$ cat src/rtl/adcsc_consts.svh
`ifndef ADCSC_CONSTS_SVH
`define ADCSC_CONSTS_SVH

// ==========================================================
// Register addresses of the serial map.
`define ADCSC_ADDR_PORTCFG 13'h0000
`define ADCSC_ADDR_PARTID 13'h0001
`define ADCSC_ADDR_GRADE 13'h0002
`define ADCSC_ADDR_CHSEL 13'h0005
`define ADCSC_ADDR_XFER 13'h00ff
`define ADCSC_ADDR_FUNC_LO 13'h0008
`define ADCSC_ADDR_FUNC_HI 13'h0022

// ==========================================================
// Reset values.
`define ADCSC_RST_PORTCFG 8'h18
`define ADCSC_RST_CHSEL 6'h0f
`define ADCSC_RST_XFER 8'h00

// ==========================================================
// Field positions.
`define ADCSC_PC_LSB_HI 6
`define ADCSC_PC_SRST_HI 5
`define ADCSC_PC_SRST_LO 2
`define ADCSC_PC_LSB_LO 1
`define ADCSC_XFER_BIT 0
`define ADCSC_INS_RD 15
`define ADCSC_LEN_STREAM 2'h3

`endif

$ cat src/rtl/adcsc_pkg.sv
package adcsc_pkg;

  // Phase of the serial frame.
  typedef enum logic [1:0] {
    PH_INSTR_HI,
    PH_INSTR_LO,
    PH_DATA
  } adcsc_phase_t;

  // Decoded instruction word.
  typedef struct packed {
    logic rd;
    logic [1:0] len;
    logic [12:0] addr;
  } adcsc_frame_t;

  // Write forwarded to the converter-function registers.
  typedef struct packed {
    logic valid;
    logic [12:0] addr;
    logic [7:0] data;
    logic [5:0] targets;
  } adcsc_wr_t;

endpackage

$ cat src/rtl/adcsc_regs.sv
`timescale 1ns/1ns
`include "adcsc_consts.svh"

// Notes on behaviour
// - Any reset reloads every register default.
// - Undefined bits are not stored, read zero.
// - Bits 3,2 select channels D,C; default set.
// - Bits 1,0 select channels B,A as targets.
// - Set means logic one, clear logic zero.
// - Shift MSB first until bit order changes.
// - Select released mid-byte resets the frame.
module adcsc_regs #(
  parameter logic [7:0] PART_ID = 8'h5a,     // Arbitrary identification value.
  parameter logic [2:0] VARIANT_CODE = 3'h2  // Arbitrary variant value.
) (
  input wire logic mclk,
  input wire logic rst,
  input wire logic sclk,
  input wire logic serial_select_n,
  input wire logic sdio_i,
  output logic sdio_o,
  output logic sdio_oe,
  output logic lsb_first,
  output logic [5:0] chan_sel,
  output logic software_commit_bit,
  output adcsc_pkg::adcsc_wr_t fn_wr
);
  import adcsc_pkg::*;

  // ==========================================================
  // Serial state.
  logic sclk_q;
  logic [2:0] bitcnt;
  logic [7:0] rx_sh;
  logic [7:0] ins_first;
  logic [7:0] tx_sh;
  logic [1:0] data_cnt;
  adcsc_phase_t phase;
  adcsc_frame_t frame;

  // Readback value of one address; function space reads as zero here.
  function automatic logic [7:0] rd_value(input logic [12:0] a, input logic lsb,
                                          input logic [5:0] sel);
    logic [7:0] v;
    v = 8'h00;
    unique case (a)
      `ADCSC_ADDR_PORTCFG: v = `ADCSC_RST_PORTCFG | {1'b0, lsb, 4'h0, lsb, 1'b0};
      `ADCSC_ADDR_PARTID: v = PART_ID;
      `ADCSC_ADDR_GRADE: v = {1'b0, VARIANT_CODE, 4'h0};
      `ADCSC_ADDR_CHSEL: v = {2'b00, sel};
      default: v = 8'h00;
    endcase
    return v;
  endfunction

  // ==========================================================
  // Edge detection and byte assembly.
  wire sclk_rise = sclk & ~sclk_q;
  wire sclk_fall = ~sclk & sclk_q;
  wire active = ~serial_select_n;
  wire bit_rise = active & sclk_rise;
  wire byte_done = bit_rise & (bitcnt == 3'd7);
  wire [7:0] next_rx = lsb_first ? {sdio_i, rx_sh[7:1]} : {rx_sh[6:0], sdio_i};
  wire [15:0] instr = lsb_first ? {next_rx, ins_first} : {ins_first, next_rx};
  wire in_data = (phase == PH_DATA);
  wire wr_fire = byte_done & in_data & ~frame.rd;
  wire last_byte = (frame.len != `ADCSC_LEN_STREAM) && (data_cnt == frame.len);
  wire data_end = byte_done & in_data & last_byte;
  // Address walks down in MSB-first order and up in LSB-first order.
  wire [12:0] next_addr = lsb_first ? 13'(frame.addr + 13'd1) : 13'(frame.addr - 13'd1);
  // Between whole data bytes of a counted transfer the select may pause.
  wire release_sel = serial_select_n &
    ((bitcnt != 3'd0) || !in_data || (frame.len == `ADCSC_LEN_STREAM));
  wire ins_done = byte_done & (phase == PH_INSTR_LO);
  wire wr_portcfg = wr_fire & (frame.addr == `ADCSC_ADDR_PORTCFG);
  wire soft_rst = wr_portcfg & (next_rx[`ADCSC_PC_SRST_HI] | next_rx[`ADCSC_PC_SRST_LO]);
  wire wr_chsel = wr_fire & (frame.addr == `ADCSC_ADDR_CHSEL);
  wire wr_xfer = wr_fire & (frame.addr == `ADCSC_ADDR_XFER);
  wire wr_func = wr_fire & (frame.addr >= `ADCSC_ADDR_FUNC_LO) &
    (frame.addr <= `ADCSC_ADDR_FUNC_HI);

  // Edge history of the serial clock.
  always_ff @(posedge mclk or posedge rst) begin
    if (rst) begin
      sclk_q <= 1'b0;
    end else begin
      sclk_q <= sclk;
    end
  end

  // Frame sequencer: instruction bytes, then data bytes.
  always_ff @(posedge mclk or posedge rst) begin
    if (rst) begin
      bitcnt <= 3'd0;
      rx_sh <= 8'h00;
      ins_first <= 8'h00;
      phase <= PH_INSTR_HI;
      frame <= '0;
      data_cnt <= 2'd0;
    end else if (release_sel) begin
      bitcnt <= 3'd0;
      phase <= PH_INSTR_HI;
      data_cnt <= 2'd0;
    end else if (bit_rise) begin
      bitcnt <= 3'(bitcnt + 3'd1);
      rx_sh <= next_rx;
      if (byte_done) begin
        unique case (phase)
          PH_INSTR_HI: begin
            ins_first <= next_rx;
            phase <= PH_INSTR_LO;
          end
          PH_INSTR_LO: begin
            frame.rd <= instr[`ADCSC_INS_RD];
            frame.len <= instr[14:13];
            frame.addr <= instr[12:0];
            data_cnt <= 2'd0;
            phase <= PH_DATA;
          end
          PH_DATA: begin
            frame.addr <= next_addr;
            data_cnt <= 2'(data_cnt + 2'd1);
            if (data_end) begin
              phase <= PH_INSTR_HI;
            end
          end
        endcase
      end
    end
  end

  // Readback shifter: loaded at a byte boundary, bit presented on falling edges.
  always_ff @(posedge mclk or posedge rst) begin
    if (rst) begin
      tx_sh <= 8'h00;
      sdio_o <= 1'b0;
    end else if (ins_done) begin
      tx_sh <= rd_value(instr[12:0], lsb_first, chan_sel);
    end else if (byte_done & in_data & frame.rd) begin
      tx_sh <= rd_value(next_addr, lsb_first, chan_sel);
    end else if (active & sclk_fall & in_data & frame.rd) begin
      sdio_o <= lsb_first ? tx_sh[0] : tx_sh[7];
      tx_sh <= lsb_first ? {1'b0, tx_sh[7:1]} : {tx_sh[6:0], 1'b0};
    end
  end

  // The pin turns round only inside the data phase of a read.
  assign sdio_oe = active & in_data & frame.rd;

  // Control registers; soft reset behaves like the pin reset.
  always_ff @(posedge mclk or posedge rst) begin
    if (rst) begin
      lsb_first <= 1'b0;
      chan_sel <= `ADCSC_RST_CHSEL;
      software_commit_bit <= 1'b0;
    // The soft reset stays synchronous so the async branch sees the pin alone.
    end else if (soft_rst) begin
      lsb_first <= 1'b0;
      chan_sel <= `ADCSC_RST_CHSEL;
      software_commit_bit <= 1'b0;
    end else begin
      software_commit_bit <= wr_xfer & next_rx[`ADCSC_XFER_BIT];
      if (wr_portcfg) begin
        lsb_first <= next_rx[`ADCSC_PC_LSB_HI] | next_rx[`ADCSC_PC_LSB_LO];
      end
      if (wr_chsel) begin
        chan_sel <= next_rx[5:0];
      end
    end
  end

  // Function-register writes leave with the current target mask.
  always_ff @(posedge mclk or posedge rst) begin
    if (rst) begin
      fn_wr <= '0;
    end else begin
      fn_wr.valid <= wr_func;
      if (wr_func) begin
        fn_wr.addr <= frame.addr;
        fn_wr.data <= next_rx;
        fn_wr.targets <= chan_sel;
      end
    end
  end

  // ==========================================================
  // Assertions.
  property p_reset_defaults;
    @(posedge mclk) $fell(rst) |-> (chan_sel == 6'h0f) && !lsb_first && !software_commit_bit;
  endproperty
  a_reset_defaults: assert property (p_reset_defaults) else $error("defaults missing");

  property p_undef_zero;
    @(posedge mclk) disable iff (rst)
      ins_done && (instr[12:0] == `ADCSC_ADDR_CHSEL) |=> tx_sh[7:6] == 2'b00;
  endproperty
  a_undef_zero: assert property (p_undef_zero) else $error("undefined bits read set");

  property p_chsel_write;
    @(posedge mclk) disable iff (rst) wr_chsel |=> chan_sel == $past(next_rx[5:0]);
  endproperty
  a_chsel_write: assert property (p_chsel_write) else $error("channel mask not stored");

  property p_targets;
    @(posedge mclk) disable iff (rst) wr_func |=> fn_wr.valid && fn_wr.targets == $past(chan_sel);
  endproperty
  a_targets: assert property (p_targets) else $error("write targets wrong");

  property p_polarity;
    @(posedge mclk) disable iff (rst)
      wr_portcfg && !soft_rst && next_rx[6] |=> lsb_first;
  endproperty
  a_polarity: assert property (p_polarity) else $error("set bit not honoured");

  property p_msb_hold;
    @(posedge mclk) disable iff (rst) !lsb_first && !wr_portcfg |=> !lsb_first;
  endproperty
  a_msb_hold: assert property (p_msb_hold) else $error("bit order changed");

  property p_abort;
    @(posedge mclk) disable iff (rst)
      serial_select_n && bitcnt != 3'd0 |=> bitcnt == 3'd0 && phase == PH_INSTR_HI;
  endproperty
  a_abort: assert property (p_abort) else $error("frame not reset");

  property p_commit;
    @(posedge mclk) disable iff (rst)
      wr_xfer && next_rx[0] && !soft_rst |=> software_commit_bit ##1 !software_commit_bit;
  endproperty
  a_commit: assert property (p_commit) else $error("commit not one pulse");

  property p_oe_read;
    @(posedge mclk) disable iff (rst) sdio_oe |-> frame.rd && !serial_select_n;
  endproperty
  a_oe_read: assert property (p_oe_read) else $error("pin driven outside read");

  c_commit: cover property (@(posedge mclk) disable iff (rst) software_commit_bit);
  c_read: cover property (@(posedge mclk) disable iff (rst) sdio_oe ##1 sclk_fall);
  c_stream: cover property (@(posedge mclk) disable iff (rst)
    wr_fire && frame.len == 2'h3);
  c_soft: cover property (@(posedge mclk) disable iff (rst) soft_rst);

endmodule

$ cat config.mk
export PLATFORM = sky130hd
export DESIGN_NAME = adcsc_regs
export DESIGN_NICKNAME = d
export VERILOG_FILES = /design/src/rtl/adcsc_pkg.sv /design/src/rtl/adcsc_regs.sv
export VERILOG_INCLUDE_DIRS = /design/src /design/src/rtl
export SDC_FILE = /design/constraint.sdc
export NUM_CORES = 1
export LEC_CHECK = 0
export ABC_CLOCK_PERIOD_IN_PS = 8300
export BUFFER_PORTS_ARGS = -buffer_cell sky130_fd_sc_hd__buf_2
export CAP_MARGIN = 20
export CORE_MARGIN = 1
export CORE_UTILIZATION = 30
export CTS_BUF_LIST = sky130_fd_sc_hd__clkbuf_8
export DETAILED_ROUTE_END_ITERATION = 8
export PLACE_DENSITY = 0.46
export SLEW_MARGIN = 10
export SYNTH_ARGS = -nofsm -noshare
export SYNTH_HDL_FRONTEND = slang
export SYNTH_SLANG_ARGS = --single-unit
$ cat constraint.sdc
create_clock -name mclk -period 8.3 [get_ports mclk]
set_clock_uncertainty 0.05 [all_clocks]
set_input_delay 0.415 -clock mclk [delete_from_list [all_inputs] [get_ports mclk]]
set_output_delay 0.415 -clock mclk [all_outputs]
set_load 0.02 [all_outputs]
After elaboration in Yosys (flattened, before gate mapping)
Cells that the tools add are included.
{"block": "word_totals", "register_bits": 85, "latchBits": 0, "mem_bits_rw": 0, "rom_bits": 0, "in_bits": 5, "output_inout_bits": 38, "word_cells": 120, "mem_count": 0}
{"block": "op_classes", "addsub": 4, "n_mul": 0, "div": 0, "n_lt_le_gt_ge": 2, "n_eq_ne": 15, "shifts": 0, "mux": 27, "bitwise_logic": 31, "reduce_logical": 23}
{"op": "7-bit case mux with 4 select lines", "n": 2}
{"op": "8-bit 2-to-1 mux", "n": 5}
{"op": "13-bit by 3-bit equality test with 1-bit output (second input constant)", "n": 3}
{"op": "13-bit zero test", "n": 3}
{"op": "13-bit by 1-bit equality test with 1-bit output (second input constant)", "n": 2}
{"op": "13-bit by 2-bit equality test with 1-bit output (second input constant)", "n": 2}
{"op": "13-bit case mux with 2 select lines", "n": 1}
{"op": "1-bit bitwise AND", "n": 22}
{"op": "16-bit 2-to-1 mux", "n": 1}
{"op": "2-bit 2-to-1 mux", "n": 7}
{"op": "13-bit by 1-bit adder with 13-bit output (second input constant)", "n": 1}
{"op": "13-bit by 8-bit equality test with 1-bit output (second input constant)", "n": 1}
{"op": "13-bit by 4-bit greater-or-equal comparator with 1-bit output (second input constant)", "n": 1}
{"op": "13-bit by 6-bit <= comparator with 1-bit output (second input constant)", "n": 1}
{"op": "13-bit 2-to-1 mux", "n": 1}
{"op": "13-bit by 1-bit subtractor with 13-bit output (second input constant)", "n": 1}
{"op": "6-bit 2-to-1 mux", "n": 2}
{"op": "4-bit AND reduction", "n": 3}
{"op": "2-bit nonzero test", "n": 5}
{"op": "3-bit AND reduction", "n": 3}
{"op": "3-bit nonzero test", "n": 3}
{"op": "1-bit inverter", "n": 7}
{"op": "3-bit 2-to-1 mux", "n": 2}
{"op": "2-bit case mux with 3 select lines", "n": 1}
{"op": "other kinds (16)", "n": 22}

Longest topological paths before layout
{"block": "logic_depth", "depth_word": 11, "ltp_mapped": 13, "ltp_nobuf": 9}

Worst setup path before layout
No wires, ideal clock.
{"block": "synth_timing", "path_kind": "register to register", "start": "register lsb_first", "end": "register tx_sh[3]", "setup_time_ns": 0.083, "arrival_time_ns": 3.765, "t_required_ns": 8.167, "slack_ns": 4.403, "stages_incl_launch_ff": 13, "path_buffers": 3, "period_less_slack_ns": 3.897, "cell_sequence": "dfrtp_1 > buf_2 > buf_1 > buf_1 > inv_1 > ha_1 > and2_1 > a221oi_1 > and2_1 > o311ai_0 > nor4_2 > nand4_1 > o21ai_0"}
{"block": "synth_between", "elab_chain_cells": 5, "word_cells_on_any_way": 17, "cone_classes": "eq/ne (6); mux (9); reduce/logical (2)"}
{"item": "start, declared", "line_no": "adcsc_regs.sv:23", "rtl": "output logic lsb_first,"}
{"item": "start signal, assigned", "line_no": "adcsc_regs.sv:164", "rtl": "lsb_first <= next_rx[`ADCSC_PC_LSB_HI] | next_rx[`ADCSC_PC_LSB_LO];"}
{"item": "13-bit 2-to-1 mux / 8-bit 2-to-1 mux (equally long branches)", "line_no": "adcsc_regs.sv:70, adcsc_regs.sv:63"}
{"item": "13-bit by 3-bit equality test with 1-bit output, or another cell as far along", "line_no": "adcsc_regs.sv:46", "rtl": "unique case (a)"}
{"item": "7-bit case mux with 4 select lines, or another cell as far along", "line_no": "adcsc_regs.sv:46"}
{"item": "8-bit 2-to-1 mux / 7-bit case mux with 4 select lines (equally long branches)", "line_no": "adcsc_regs.sv:139, adcsc_regs.sv:46"}
{"item": "8-bit 2-to-1 mux *", "line_no": "adcsc_regs.sv:137", "rtl": "end else if (ins_done) begin"}
{"item": "end signal, assigned", "line_no": "adcsc_regs.sv:138", "rtl": "tx_sh <= rd_value(instr[12:0], lsb_first, chan_sel);"}
{"item": "end signal, assigned", "line_no": "adcsc_regs.sv:140", "rtl": "tx_sh <= rd_value(next_addr, lsb_first, chan_sel);"}
{"item": "end signal, assigned", "line_no": "adcsc_regs.sv:143", "rtl": "tx_sh <= lsb_first ? {1'b0, tx_sh[7:1]} : {tx_sh[6:0], 1'b0};"}
{"item": "end, declared", "line_no": "adcsc_regs.sv:36", "rtl": "logic [7:0] tx_sh;"}
Every way passes the cells marked *; elsewhere a longest branch is shown, timed or not. The select of a mux whose other input is x is not followed.
A chain may end at the register's enable or synchronous reset.

Worst setup path in the final report
Same ends and word-level chain as after synthesis.

==> impl_metrics.toml <==
[pwr]
swShare = 0.296
p_int_mw = 0.562
p_clk_frac = 0.375
power_frac_seq = 0.550
p_leak_nw = 2.71
p_switching_mw = 0.237
irDropWorstVdd_mv = 0.0897
power_density_nw_per_um2 = 145
comb_power_share = 0.075

[synthesis]
synth_seq_area_share = 0.438
synth_compound_area_frac = 0.187
ys.warnings.count = 0
synth_fa_ha_area_frac = 0.0555
synth.mux.area_fraction = 0.0712
synth_cell_types = 57
synth_nets = 562
ys_ff_latch = 85
synth_top_family_by_area = "simple AND/OR/NAND/NOR gates"
synth_edf_count = 0
synth-xor-area-share = 0.0252
synth-simple-area-share = 0.193
synth_area_um2 = 4870
synth_top_flop_cell = "dfrtp_1"
avgSynthCellArea_um2 = 9.08
netlist_instances = 536
synthArstFlopShare = 1.00

[outcome]
status = "finished clean"

[setup_path]
crit_end = "tx_sh[3]$_DFFE_PP0P_"
cp_max_fo = 16
crit_family = "simple AND/OR/NAND/NOR gates"
crit_top_cell = "and2_1"
max_stage_delay_ps = 580
r2r-end = "tx_sh[3]$_DFFE_PP0P_"
cp-startpoint = "lsb_first$_DFFE_PP0P_"
r2r_start = "lsb_first$_DFFE_PP0P_"
reg2regPathDepth = 9
r2r_slack_ps = 4690
path_depth = 9
cp_cell_sequence = "inv_1, ha_1, and2_1, a221oi_1, and2_1, o311ai_0, nor4_2, nand4_1, o21ai_0"
slowest_stage = "nor4_2"
worstPathRequired_ps = 8550
path_buf_inv = 1
end_kind = "register"
criticalPathCategory = "register to register"
critPathArrivalTime_ps = 3860
start_kind = "register"

[global_route]
grt_max_degree = 74
met1_usage = 0.239
grt.busiest_layer = "met2"
gr-total-overflow = 0
grt_pass1_wl_mm = 21.8
antenna_found_initial = 0
grtUsageMet3 = 0.0343
track_usage = 0.173
first_global_vias = 3887
grtUsageMet2 = 0.270

[die]
coreArea_um2 = 15900
fp.dieW_um = 129
rows = 46
dieHeight_um = 129
io_pins = 43
start_util = 0.306
die_area_um2 = 16700

[timing]
fin_setup_tns_ps = 0
relSlewSlack = 0.368
worstMarginPinSlew_ps = 949
fin_crit_ps = 3610
fin_crit_sh = 0.435
layout_setup_ws_ps = 4690
hold_viol = 0
grt_setup_unrepaired = "no"
clock.fmax_ghz = 0.277
maxSlewViolCount = 0
setup_violations = 0

[finish]
nNetsFinal = 597
design_area_um2 = 5510
layout-drive-gt1-share = 0.155
postLayoutCoreUtil = 0.347
syn_to_final_growth_pct = 13.2
antenna_cells = 0

[placement]
pre_cts_ws_ps = 4760
port_buffers = 42
hpwlAfterDp_mm = 9.85
post_dp_cell_area_um2 = 5300
routabilityCongestion = 0.851

[route]
firstDrtPassIters = 5
avgRoutedWirePerCell_um = 17.1
vias = 4064
viasPerCell = 5.13
final_antenna_net_count = 0
drcViolationCount = 0
wl_mm = 13.5
dr.first_iter.drc_count = 260

[clocking]
htree_levels = 3
clk_pin_slew_ps = 100
clock-root-buffer = "clkbuf_8"
clkLatencyLatePin_ps = 380
clock_path_buffers = 2
cts_setup_buffers = 0
cts_sinks = 85
cts_tree = "built"
cts_buffers = 9
ctsHoldBuffers = 1
cts_resized = 0

[worst_hold_path]
hold_path.class = "input pin to register"
hold_depth = 1

[flow_run]
max_cap_violations = 0
sequential cells by signal, indices dropped and copies added, names as in the netlist:
name and count:
bitcnt 3, chan_sel 6, data_cnt 2, fn_wr 28, frame 16, ins_first 8, lsb_first 1, phase 2
rx_sh 8, sclk_q 1, sdio_o 1, software_commit_bit 1, tx_sh 8
per-stage QoR:
stage	hold slack, ps	instances	total power [mW]
after floorplan	396	536	0.482
after global placement	285	775	0.508
after detailed placement	288	775	0.510
after CTS	99.4	792	0.817
after global routing	115	792	0.837
final	122	792	0.799
layout by cell type, fill, tap and decap left out, types with 13 or more instances in the layout:
cell	instances
nand3_1	14
nand2_1	47
mux2_2	13
nor2_1	65
inv_1	14
o21ai_0	30
buf_2	42
mux2i_1	20
a21oi_1	64
nor2b_1	13
dfrtp_1	80
ha_1	20
logic make-up (layout without fill, tap and decap cells):
kind of cell	after synthesis	count (layout)
mux	33	33
xor+xnor	14	14
buf+inv	39	79
flops	85	85
simple gates	193	193
fa+ha+maj	21	21
compound gates	151	151
cell type report:
| class | count | area [um^2] |
|---|---|---|
| Clock buffer | 9 | 124 |
| Clock inverter | 7 | 73.8 |
| Fill cell | 1696 | 10400 |
| Tap cell | 216 | 270 |
| Multi-Input combinational cell | 412 | 2590 |
| Timing Repair Buffer | 48 | 258 |
| Sequential cell | 85 | 2130 |
| Inverter | 15 | 57.6 |
metal layers:
| metal | routed length, um | part of all wire | vias up |
|---|---|---|---|
| met4 | 223 | 0.016 | 0 |
| met1 | 6540 | 0.48 | 1973 |
| met5 | 0 | 0 | - |
| met3 | 538 | 0.040 | 13 |
| li1 | - | - | 1988 |
| met2 | 6250 | 0.46 | 90 |
cells in the mapped netlist (11+ instances only):
library cell	count	area, um^2
mux2i_1	20	200
inv_1	15	56.3
a21oi_1	64	320
a211oi_1	11	82.6
ha_1	20	250
mux2_2	13	146
nand3_1	14	70.1
nor2b_1	13	81.3
o21ai_0	30	150
nor2_1	66	248
dfrtp_1	81	2030
nand2_1	47	176
clkbuf_1	18	67.6
how the worst min path moves through the flow:
stage	startpoint	to	slack, ps
finish	sclk	sclk_q$_DFF_PP0_	120
global route	sclk	sclk_q$_DFF_PP0_	120
CTS	sclk	sclk_q$_DFF_PP0_	100
floorplan	sclk	sclk_q$_DFF_PP0_	400
global placement	rst	fn_wr[7]$_DFFE_PP0P_	290
detailed placement	rst	fn_wr[21]$_DFFE_PP0P_	290
power groups by stage:
stage                     registers (mW)  logic, mW  clock network, mW
after floorplan                    0.441     0.0409                  0
after global routing               0.442     0.0681              0.327
final                              0.440     0.0596              0.300
after CTS                          0.440     0.0621              0.315
after global placement             0.448     0.0607                  0
after detailed placement           0.448     0.0614                  0
worst reg2reg max path: stages, from the launching register on:
cell      delay [ps]
dfrtp_2          410
inv_1            480
ha_1             420
and2_1           180
a221oi_1         480
and2_1           250
o311ai_0         240
nor4_2           580
nand4_1          210
o21ai_0          230
Power figures use the tool's default switching activity.
